==> src/hw/eepc_pkg.sv <==
package eepc_pkg;

    // ------------------------------------------------------------
    // Geometry
    // ------------------------------------------------------------
    localparam int ADDR_W    = 6;
    localparam int DATA_W    = 8;
    localparam int MEM_DEPTH = 64;

    // ------------------------------------------------------------
    // Control register bit positions
    // ------------------------------------------------------------
    localparam int BIT_READ_STROBE = 0;
    localparam int BIT_PROG_TRIG   = 1;
    localparam int BIT_MASTER_EN   = 2;
    localparam int BIT_READY_IE    = 3;
    localparam int BIT_MODE_LO     = 4;
    localparam int BIT_MODE_HI     = 5;

    // ------------------------------------------------------------
    // Timing
    // ------------------------------------------------------------
    localparam int CLK_MHZ          = 100;
    localparam int ATOMIC_TIME_US   = 3400;
    localparam int SPLIT_TIME_US    = 1800;
    localparam int ARM_WINDOW_CYC   = 4;
    localparam int PROG_STALL_CYC   = 2;
    localparam int READ_STALL_CYC   = 4;
    localparam int PROG_CNT_W       = 20;
    localparam int STALL_CNT_W      = 3;
    localparam int ARM_CNT_W        = 3;

    // ------------------------------------------------------------
    // Reset and fill values
    // ------------------------------------------------------------
    localparam logic [DATA_W-1:0] ERASED_BYTE = 8'hFF;
    localparam logic [DATA_W-1:0] ZERO_BYTE   = 8'h00;
    localparam logic [ADDR_W-1:0] ZERO_ADDR   = 6'h00;

    typedef enum logic [1:0] {
        MODE_ATOMIC   = 2'h0,
        MODE_ERASE    = 2'h1,
        MODE_WRITE    = 2'h2,
        MODE_RESERVED = 2'h3
    } eepc_mode_type;

    typedef struct packed {
        logic [1:0]    reserved;
        eepc_mode_type program_mode_sel;
        logic          ready_irq_en;
        logic          master_prog_en;
        logic          prog_trigger;
        logic          read_strobe;
    } eepc_ctl_type;

    typedef struct packed {
        logic                valid;
        eepc_mode_type       mode;
        logic [ADDR_W-1:0]   addr;
        logic [DATA_W-1:0]   data;
    } eepc_cmd_type;

endpackage
==> src/hw/eepc_ctrl.sv <==
// Operation
// - Mode 00 erase+write 3.4 ms, 01 erase 1.8 ms, 10 write 1.8 ms, 11 reserved.
// - Mode field writes are ignored while the trigger bit shows busy.
// - Reset clears the mode field to 00 unless programming is in progress.
// - Ready interrupt is a level when enabled, global flag set, and idle.
// - Trigger starts programming only within four cycles of master enable.
// - Master enable clears itself four cycles after software sets it.
// - Trigger bit stays set as busy until programming time elapses.
// - A trigger that starts programming stalls the CPU for two cycles.
// - Read strobe loads the addressed byte into the data register at once.
// - Read strobe stalls the CPU for four cycles, two when the same write starts programming.
// - While busy, read strobes are refused and address writes are ignored.
// - Address register holds a six-bit linear address, locations 0 to 63.
// - Data register supplies write data and receives read data.
// - Programming in progress runs to completion across a reset.
`timescale 1ns/1ps
`default_nettype none
module eepc_ctrl
    import eepc_pkg::*;
#(
    parameter int ATOMIC_CYCLES = ATOMIC_TIME_US * CLK_MHZ,
    parameter int SPLIT_CYCLES  = SPLIT_TIME_US * CLK_MHZ
) (
    input  wire logic                        clk_in,
    input  wire logic                        rst_in,
    input  wire logic                        por_in,
    input  wire logic                        ctl_wr_in,
    input  wire logic                        addr_wr_in,
    input  wire logic                        data_wr_in,
    input  wire logic [7:0]                  wdata_in,
    input  wire logic                        global_irq_en_in,
    output logic      [7:0]                  ctl_rd_out,
    output logic      [7:0]                  addr_rd_out,
    output logic      [7:0]                  data_rd_out,
    output logic                             ready_irq_out,
    output logic                             cpu_stall_out
);
    import eepc_pkg::*;

    // ------------------------------------------------------------
    // Decoded write fields
    // ------------------------------------------------------------
    logic          wr_read_strobe;
    logic          wr_trigger;
    logic          wr_master_en;
    logic          wr_ready_ie;
    eepc_mode_type wr_mode;

    assign wr_read_strobe = ctl_wr_in & wdata_in[BIT_READ_STROBE];
    assign wr_trigger     = ctl_wr_in & wdata_in[BIT_PROG_TRIG];
    assign wr_master_en   = ctl_wr_in & wdata_in[BIT_MASTER_EN];
    assign wr_ready_ie    = wdata_in[BIT_READY_IE];
    assign wr_mode        = eepc_mode_type'(wdata_in[BIT_MODE_HI:BIT_MODE_LO]);

    // ------------------------------------------------------------
    // State
    // ------------------------------------------------------------
    // The programming engine lives on the power-on reset only, so that the
    // system reset cannot abort a cell mid-program and damage it.
    logic                  busy_ff;
    logic [PROG_CNT_W-1:0] prog_cnt_ff;
    eepc_mode_type         mode_ff;
    eepc_cmd_type          cmd_ff;
    logic                  master_en_ff;
    logic [ARM_CNT_W-1:0]  arm_cnt_ff;
    logic                  ready_ie_ff;
    logic [ADDR_W-1:0]     addr_ff;
    logic [DATA_W-1:0]     data_ff;
    logic [STALL_CNT_W-1:0] stall_cnt_ff;
    logic [DATA_W-1:0]     mem_rd_data;

    logic                  start_prog;
    logic                  do_read;
    logic                  prog_done;
    logic [PROG_CNT_W-1:0] load_cnt;
    logic [PROG_CNT_W-1:0] nxt_prog_cnt;
    logic                  nxt_busy;
    eepc_mode_type         nxt_mode;
    logic [STALL_CNT_W-1:0] nxt_stall_cnt;
    eepc_cmd_type          nxt_cmd;
    eepc_cmd_type          commit;

    // ------------------------------------------------------------
    // Programming start and timing
    // ------------------------------------------------------------
    assign start_prog = wr_trigger & master_en_ff & ~busy_ff
                        & (mode_ff != MODE_RESERVED);
    assign prog_done  = busy_ff & (prog_cnt_ff == PROG_CNT_W'(1));
    assign load_cnt   = (mode_ff == MODE_ATOMIC) ? PROG_CNT_W'(ATOMIC_CYCLES)
                                                 : PROG_CNT_W'(SPLIT_CYCLES);

    assign nxt_busy     = start_prog | (busy_ff & ~prog_done);
    assign nxt_prog_cnt = start_prog ? load_cnt
                        : (busy_ff ? prog_cnt_ff - PROG_CNT_W'(1) : prog_cnt_ff);

    // Mode writes land only while idle; an idle system reset returns it to atomic.
    assign nxt_mode = (rst_in & ~busy_ff) ? MODE_ATOMIC
                    : (ctl_wr_in & ~busy_ff) ? wr_mode : mode_ff;

    // Address and data are captured at the start so the commit is self-contained.
    assign nxt_cmd.valid = start_prog | (cmd_ff.valid & ~prog_done);
    assign nxt_cmd.mode  = start_prog ? mode_ff : cmd_ff.mode;
    assign nxt_cmd.addr  = start_prog ? addr_ff : cmd_ff.addr;
    assign nxt_cmd.data  = start_prog ? data_ff : cmd_ff.data;

    // The cell is written on the edge at which busy falls, so a read issued
    // right after completion already sees the new content.
    assign commit.valid = prog_done & cmd_ff.valid;
    assign commit.mode  = cmd_ff.mode;
    assign commit.addr  = cmd_ff.addr;
    assign commit.data  = cmd_ff.data;

    always_ff @(posedge clk_in or posedge por_in) begin
        if (por_in) begin
            busy_ff     <= 1'b0;
            prog_cnt_ff <= '0;
            mode_ff     <= MODE_ATOMIC;
            cmd_ff      <= '0;
        end else begin
            busy_ff     <= nxt_busy;
            prog_cnt_ff <= nxt_prog_cnt;
            mode_ff     <= nxt_mode;
            cmd_ff      <= nxt_cmd;
        end
    end

    // ------------------------------------------------------------
    // Master enable window
    // ------------------------------------------------------------
    // A new enable write restarts the window; it wins over the automatic clear.
    always_ff @(posedge clk_in or posedge rst_in) begin
        if (rst_in) begin
            master_en_ff <= 1'b0;
            arm_cnt_ff   <= '0;
        end else if (wr_master_en) begin
            master_en_ff <= 1'b1;
            arm_cnt_ff   <= ARM_CNT_W'(ARM_WINDOW_CYC);
        end else if (master_en_ff) begin
            master_en_ff <= (arm_cnt_ff != ARM_CNT_W'(1));
            arm_cnt_ff   <= arm_cnt_ff - ARM_CNT_W'(1);
        end
    end

    // ------------------------------------------------------------
    // Address, data, interrupt enable
    // ------------------------------------------------------------
    assign do_read = wr_read_strobe & ~busy_ff;

    always_ff @(posedge clk_in or posedge rst_in) begin
        if (rst_in) begin
            ready_ie_ff <= 1'b0;
            addr_ff     <= ZERO_ADDR;
            data_ff     <= ZERO_BYTE;
        end else begin
            if (ctl_wr_in) begin
                ready_ie_ff <= wr_ready_ie;
            end
            if (addr_wr_in & ~busy_ff) begin
                addr_ff <= wdata_in[ADDR_W-1:0];
            end
            if (do_read) begin
                data_ff <= mem_rd_data;
            end else if (data_wr_in) begin
                data_ff <= wdata_in;
            end
        end
    end

    // ------------------------------------------------------------
    // CPU stall
    // ------------------------------------------------------------
    assign nxt_stall_cnt = start_prog ? STALL_CNT_W'(PROG_STALL_CYC)
                         : do_read ? STALL_CNT_W'(READ_STALL_CYC)
                         : (stall_cnt_ff != '0) ? stall_cnt_ff - STALL_CNT_W'(1)
                         : stall_cnt_ff;

    always_ff @(posedge clk_in or posedge rst_in) begin
        if (rst_in) begin
            stall_cnt_ff <= '0;
        end else begin
            stall_cnt_ff <= nxt_stall_cnt;
        end
    end

    assign cpu_stall_out = (stall_cnt_ff != '0);

    // ------------------------------------------------------------
    // Storage array
    // ------------------------------------------------------------
    eepc_mem #(
        .DEPTH (MEM_DEPTH)
    ) eepc_mem_i (
        .clk_in      (clk_in),
        .commit_in   (commit),
        .rd_addr_in  (addr_ff),
        .rd_data_out (mem_rd_data)
    );

    // ------------------------------------------------------------
    // Read-back and interrupt
    // ------------------------------------------------------------
    eepc_ctl_type ctl_view;

    // The read strobe completes within its own cycle, so it always reads zero.
    assign ctl_view.reserved         = 2'h0;
    assign ctl_view.program_mode_sel = mode_ff;
    assign ctl_view.ready_irq_en     = ready_ie_ff;
    assign ctl_view.master_prog_en   = master_en_ff;
    assign ctl_view.prog_trigger     = busy_ff;
    assign ctl_view.read_strobe      = 1'b0;

    assign ctl_rd_out  = ctl_view;
    assign addr_rd_out = {2'h0, addr_ff};
    assign data_rd_out = data_ff;

    assign ready_irq_out = ready_ie_ff & global_irq_en_in & ~busy_ff;

endmodule
`default_nettype wire

==> src/hw/eepc_mem.sv <==
`timescale 1ns/1ps
`default_nettype none
module eepc_mem
    import eepc_pkg::*;
#(
    parameter int DEPTH = MEM_DEPTH
) (
    input  wire logic                 clk_in,
    input  wire eepc_pkg::eepc_cmd_type commit_in,
    input  wire logic [eepc_pkg::ADDR_W-1:0] rd_addr_in,
    output logic      [eepc_pkg::DATA_W-1:0] rd_data_out
);
    import eepc_pkg::*;

    // ------------------------------------------------------------
    // Storage
    // ------------------------------------------------------------
    // The array has no reset: non-volatile content survives any reset.
    logic [DATA_W-1:0] cells [DEPTH];
    logic [DATA_W-1:0] nxt_cell;
    logic [DATA_W-1:0] old_cell;

    assign old_cell = cells[commit_in.addr];

    // A write-only pass can only clear bits, so an unerased cell is corrupted.
    always_comb begin
        case (commit_in.mode)
            MODE_ATOMIC: nxt_cell = commit_in.data;
            MODE_ERASE:  nxt_cell = ERASED_BYTE;
            MODE_WRITE:  nxt_cell = old_cell & commit_in.data;
            default:     nxt_cell = old_cell;
        endcase
    end

    always_ff @(posedge clk_in) begin
        if (commit_in.valid) begin
            cells[commit_in.addr] <= nxt_cell;
        end
    end

    assign rd_data_out = cells[rd_addr_in];

endmodule
`default_nettype wire

==> config.mk <==
export PLATFORM = sky130hd
export DESIGN_NAME = eepc_ctrl
export DESIGN_NICKNAME = d
export VERILOG_FILES = /design/src/hw/eepc_pkg.sv /design/src/hw/eepc_ctrl.sv /design/src/hw/eepc_mem.sv
export SDC_FILE = /design/constraint.sdc
export NUM_CORES = 1
export LEC_CHECK = 0
export BUFFER_PORTS_ARGS = -buffer_cell sky130_fd_sc_hd__buf_2
export CAP_MARGIN = 20
export CORE_MARGIN = 8
export CORE_UTILIZATION = 42
export CTS_CLUSTER_SIZE = 40
export DETAILED_ROUTE_END_ITERATION = 10
export PLACE_DENSITY = 0.7
export SETUP_SLACK_MARGIN = 0.3
export SYNTH_ARGS = -nofsm -noshare
export SYNTH_HDL_FRONTEND = slang
export SYNTH_HIERARCHICAL = 1
export SYNTH_SLANG_ARGS = --single-unit
==> constraint.sdc <==
create_clock -name clk_in -period 4.4 [get_ports clk_in]
set_clock_uncertainty 0.15 [all_clocks]
set_input_delay 0.22 -clock clk_in [delete_from_list [all_inputs] [get_ports clk_in]]
set_output_delay 0.22 -clock clk_in [all_outputs]
set_load 0.01 [all_outputs]
[Word level (Yosys, flattened, before mapping)]
Memory sizes are Yosys's and may differ from the RTL's.
Cells that the tools add are included.
Widths: inputs -> output; s select.
Word-level totals
  register bits: 62
  bits in latches: 0
  memory bits (writable): 512
  memory bits (read-only): 0
  output and inout port bits: 26
  word-level logic and storage cells: 68
  memories kept: 1
Memory list
  eepc_mem_i.cells: depth 64, bits a word 8, read ports 2, clocked after memory_dff 0, write ports 1, line eepc_mem.sv:19  | logic [DATA_W-1:0] cells [DEPTH];
Cells by class
  add/subtract/negate cells: 3
  multiply operators: 0
  div/mod/pow operators: 0
  order comparisons: 0
  equality and inequality tests: 5
  shift-type cells: 0
  muxes and demuxes: 17
  bitwise gates (word level): 21
  reduce and logical (&&, ||, !) cells: 8
Operator list (number)
  $mux 20: 2
  $pmux 8 s3: 1
  $eq 20x1->1 const B: 1
  $sub 20x1->20 const B: 1
  $mux 19: 1
  $and 1x1->1: 16
  $mux 8: 2
  $mux 3: 5
  $and 8x8->8: 1
  $reduce_bool 2->1: 4
  $reduce_bool 3->1: 2
  $sub 3x1->3 const B: 2
  $logic_not 2->1: 2
  $mux 1: 4
  $mux 2: 2
  $ne 3x1->1 const B: 1
  $eq 2x1->1 const B: 1
  $eq 2x2->1 const B: 1
  $ne 2x2->1 const B: 1
  $not 1->1: 2
  $or 1x1->1: 2

[Longest topological paths before layout]
  depth after elaboration: 5
  mapped depth: 10

[Cells and area by module]
Netlist, hierarchy kept.
Modules (own cells, without submodules)
  eepc_mem: instances 1, cells each 1398, area an instance 24354.6 um2, sequential area each 15374.7 um2
  eepc_ctrl: instances 1, cells each 316, area an instance 3066.7 um2, sequential area each 1551.5 um2

[Least setup slack after synthesis]
No wires, ideal clock.
  path kind: reg-to-reg
  from: register cmd_ff[9] (netlist name)
  to: memory eepc_mem_i.cells[0][4] (data pin)
  setup time: 0.584 ns
  data arrival time: 3.507 ns
  data required time: 3.666 ns
  path slack: 0.159 ns
  stages on the path, launching flop included: 9
  path buffers: 4
  cell sequence: dfrtp_1 -> buf_6 -> buf_4 -> buf_4 -> buf_4 -> mux4_2 -> mux2i_1 -> o22a_1 -> a41oi_1
Between the ends
  word-level cells in the longest chain between the ends: 3
Ends and longest elaborated chain
  start, declared: line eepc_ctrl.sv:63  | eepc_cmd_type cmd_ff;
  start signal, assigned: line eepc_ctrl.sv:123  | cmd_ff <= nxt_cmd;
  $mem_v2 64x8 (*)
  $and 8x8->8: line eepc_mem.sv:30  | MODE_WRITE: nxt_cell = old_cell & commit_in.data;
  $pmux 8 s3 (*): line eepc_mem.sv:27  | case (commit_in.mode)
  net eepc_mem_i.nxt_cell[4]: line eepc_mem.sv:20  | logic [DATA_W-1:0] nxt_cell;
  end, declared: line eepc_mem.sv:19
The timed path passes the listed nets; every way through them passes the cells marked *.

[Worst setup path after layout]
  from: register cmd_ff[9] (netlist name)
  to: memory eepc_mem_i.cells[62][4] (data pin)
The elaborated chain is that of the path after synthesis.

==> results.py <==
metrics = {
    "power": {
        "power.density_mw_per_mm2": 364,
        "leakage_nw": 8.83,
        "p_sw_mw": 2.34,
        "pwr-share-comb": 0.026,
        "clock_power_share": 0.457,
        "swShare": 0.204,
        "power.internal_mw": 9.15,
        "irDropWorstVdd_v": 0.000350,
        "power_mw": 11.5,
        "p_seq_frac": 0.517,
    },
    "clock_network": {
        "cts.sinks": 574,
        "cts_setup_buffers": 0,
        "htree_levels": 2,
        "cts.reportedPaths.clkPinSlew_ps": 70,
        "clock_path_buffers": 3,
        "ctsRootBufferMaster": "clkbuf_16",
        "clk_latency_ps": 630,
        "cts_tree": "built",
        "cts_made_buffers": 57,
    },
    "timing": {
        "fin_ws_ps": 333,
        "relSlewSlack": 0.237,
        "slew_violations": 0,
        "worst_pin_slew_ps": 1150,
        "hold_ws_ps": 20.2,
        "max_freq_ghz": 0.246,
        "hold_viol": 0,
        "rsz0062_at_grt": "true",
        "tns_ps": 0,
        "final-setup-viol-count": 0,
        "period_share": 0.924,
        "finalCriticalPeriod_ps": 4070,
    },
    "layout": {
        "post-route-util": 0.490,
        "fillers": 5291,
        "finalInstanceArea_sq_mm": 0.0316,
        "final_common_cell": "edfxtp_1",
        "drive_gt1_frac": 0.289,
        "stdcell_count": 2750,
        "area_growth_syn_to_layout_pct": 15.2,
        "nNetsFinal": 1865,
        "most-common-layout-cells": "edfxtp_1, mux4_2, buf_4",
    },
    "yosys": {
        "ys.flop_type": "edfxtp_1",
        "syn_inst": 1714,
        "synth_cell_types": 77,
        "synth_top_family_by_area": "multiplexers",
        "ys_seq_elements": 574,
        "synth-compound-area-share": 0.0820,
        "avgSynthCellArea_sq_um": 16.0,
        "synthMuxAreaShare": 0.208,
        "yosys.area_share.xor_xnor": 0.00256,
        "synth-simple-area-share": 0.0551,
        "syn_area_sq_mm": 0.0274,
        "synth_edf_count": 512,
        "yosys.area_share.adder": 0.00274,
        "synthArstFlopShare": 0.108,
        "yosys_warnings": 6,
        "ys_seq_area_frac": 0.617,
    },
    "placed_design": {
        "place_area_sq_mm": 0.0293,
        "hpwl_microns": 57400,
        "preCtsSetupSlack_ps": 454,
        "gp_congestion": 0.957,
        "place_inst": 2621,
        "portBuffers": 35,
    },
    "floorplan": {
        "ios": 41,
        "die-area_sq_mm": 0.0737,
        "fp.dieW_microns": 272,
        "rows": 93,
        "start_util": 0.425,
        "core_region_area_sq_mm": 0.0645,
        "die-height_microns": 272,
    },
    "drt": {
        "ant_nets": 0,
        "wl_microns": 85500,
        "vias_per_cell": 6.58,
        "vias": 18100,
        "dr.pass1.iters": 6,
        "first_iter_violations": 2739,
        "wl_per_cell_microns": 31.1,
        "drc_errors": 0,
    },
    "run_status": {
        "outcome": "complete, no violations",
    },
    "worst_hold_path": {
        "hold_start": "addr_wr_in",
        "hold_depth": 3,
        "hold_path_class": "input pin to flip-flop",
        "hold_end": "addr_ff[3]",
    },
    "worst_setup_path": {
        "worstPathRequired_ps": 4560,
        "start_kind": "flip-flop",
        "critical_path_class": "flip-flop to flip-flop",
        "cp-end-kind": "flip-flop",
        "reg2reg_from": "cmd_ff[9]",
        "rr_worst_depth": 8,
        "cp_max_fo": 64,
        "reg2reg_slack_ps": 330,
        "timing.rr.end": "eepc_mem_i/cells[62][4]",
        "crit_arrival_ps": 4230,
    },
    "grt": {
        "grt_pass1_wl_microns": 125000,
        "grt_max_degree": 65,
        "antenna_found_initial": 3,
        "grtUsageMet3": 0.0790,
        "busiest_layer": "met2",
        "grt-ovfl-total": 0,
        "grt_use_met2": 0.346,
        "grt_pass1_vias": 18100,
        "grt_usage": 0.227,
        "grt_use_met1": 0.296,
    },
    "job": {
        "cap_violations": 0,
    },
}
[cell type report]
type                    count  area, sq um  area share
clock buffers              71         1540      0.0488
inverters                  22         82.6     0.00262
well taps                 855         1070      0.0339
multi-input cells         983         9680       0.307
diodes                      2         5.00    0.000158
flip-flops and latches    574        16900       0.537
repair buffers            206         1770      0.0561
clock inverters            37          477      0.0151
[routing by layer]
metal  vias to the layer above  share of wire
met5                         -        0.00015
met4                         2          0.047
met3                       275           0.14
met2                      1399           0.45
met1                      9153           0.36
li1                       7277              -
[synth_stat cells (13+ instances only)]
| library cell | count | area, sq um |
|---|---|---|
| buf_6 | 15 | 169 |
| edfxtp_1 | 512 | 15400 |
| nor2_1 | 103 | 387 |
| nor3_1 | 14 | 70.1 |
| o211ai_1 | 17 | 128 |
| mux2_2 | 44 | 495 |
| a22oi_1 | 41 | 308 |
| a21oi_1 | 64 | 320 |
| a221oi_1 | 28 | 245 |
| a211oi_1 | 19 | 143 |
| o22ai_1 | 28 | 175 |
| buf_4 | 29 | 218 |
| inv_1 | 20 | 75.1 |
| mux2i_1 | 102 | 1020 |
| nor2b_1 | 26 | 163 |
| o21ai_0 | 34 | 170 |
| mux4_2 | 184 | 4140 |
| nand3_1 | 18 | 90.1 |
| a22o_1 | 13 | 114 |
| dfrtp_1 | 62 | 1550 |
| buf_2 | 30 | 150 |
| clkbuf_1 | 53 | 199 |
| nand2_1 | 90 | 338 |
[critical path, cell delays in order (launching register included)]
cell      delay, ps
dfrtp_4         790
and2_1          870
a221oi_1        180
a21o_1          210
a21oi_1         440
nor4bb_1        130
buf_4           170
a41oi_4         190
buf_4           590
[power by group through the flow]
| stage | clock network, mW | logic [mW] | registers [mW] |
|---|---|---|---|
| 3_5_place_dp | 0 | 0.283 | 6.05 |
| 5_1_grt | 5.47 | 0.327 | 5.94 |
| 4_1_cts | 5.28 | 0.302 | 5.94 |
| 3_3_place_gp | 0 | 0.275 | 6.05 |
| 2_1_floorplan | 0 | 0.220 | 6.01 |
| 6_report | 5.25 | 0.301 | 5.94 |
[how the worst max path moves through the flow]
| stage | start | to | cells after the start |
|---|---|---|---|
| 2_1_floorplan | cmd_ff[8] | eepc_mem_i/cells[0][4] | 9 |
| 3_3_place_gp | prog_cnt_ff[15] | eepc_mem_i/cells[2][3] | 6 |
| 3_5_place_dp | prog_cnt_ff[15] | eepc_mem_i/cells[2][2] | 6 |
| 4_1_cts | prog_cnt_ff[15] | eepc_mem_i/cells[2][4] | 6 |
| 5_1_grt | prog_cnt_ff[15] | eepc_mem_i/cells[10][7] | 7 |
| 6_report | cmd_ff[9] | eepc_mem_i/cells[62][4] | 8 |
[logic make-up after synthesis]
group | after synthesis
fa+ha+maj | 6
buf+inv | 161
flops | 574
mux | 334
xor+xnor | 8
other cells | 1
simple gates | 310
compound gates | 320
[what timing repair did]
action                     4_1_cts  5_1_grt
resized for setup                0        3
setup endpoints to repair        0       24
hold endpoints to repair        83        0
hold buffers                    16        0
[state kept, by name, indices dropped and copies added (netlist names), 2 cells and up]
| signal | flops |
|---|---|
| eepc_mem_i/cells | 512 |
| prog_cnt_ff | 20 |
| cmd_ff | 17 |
| data_rd_out | 8 |
| addr_ff | 6 |
| arm_cnt_ff | 3 |
| stall_cnt_ff | 3 |
| mode_ff | 2 |
(Power assumes the default switching activity.)
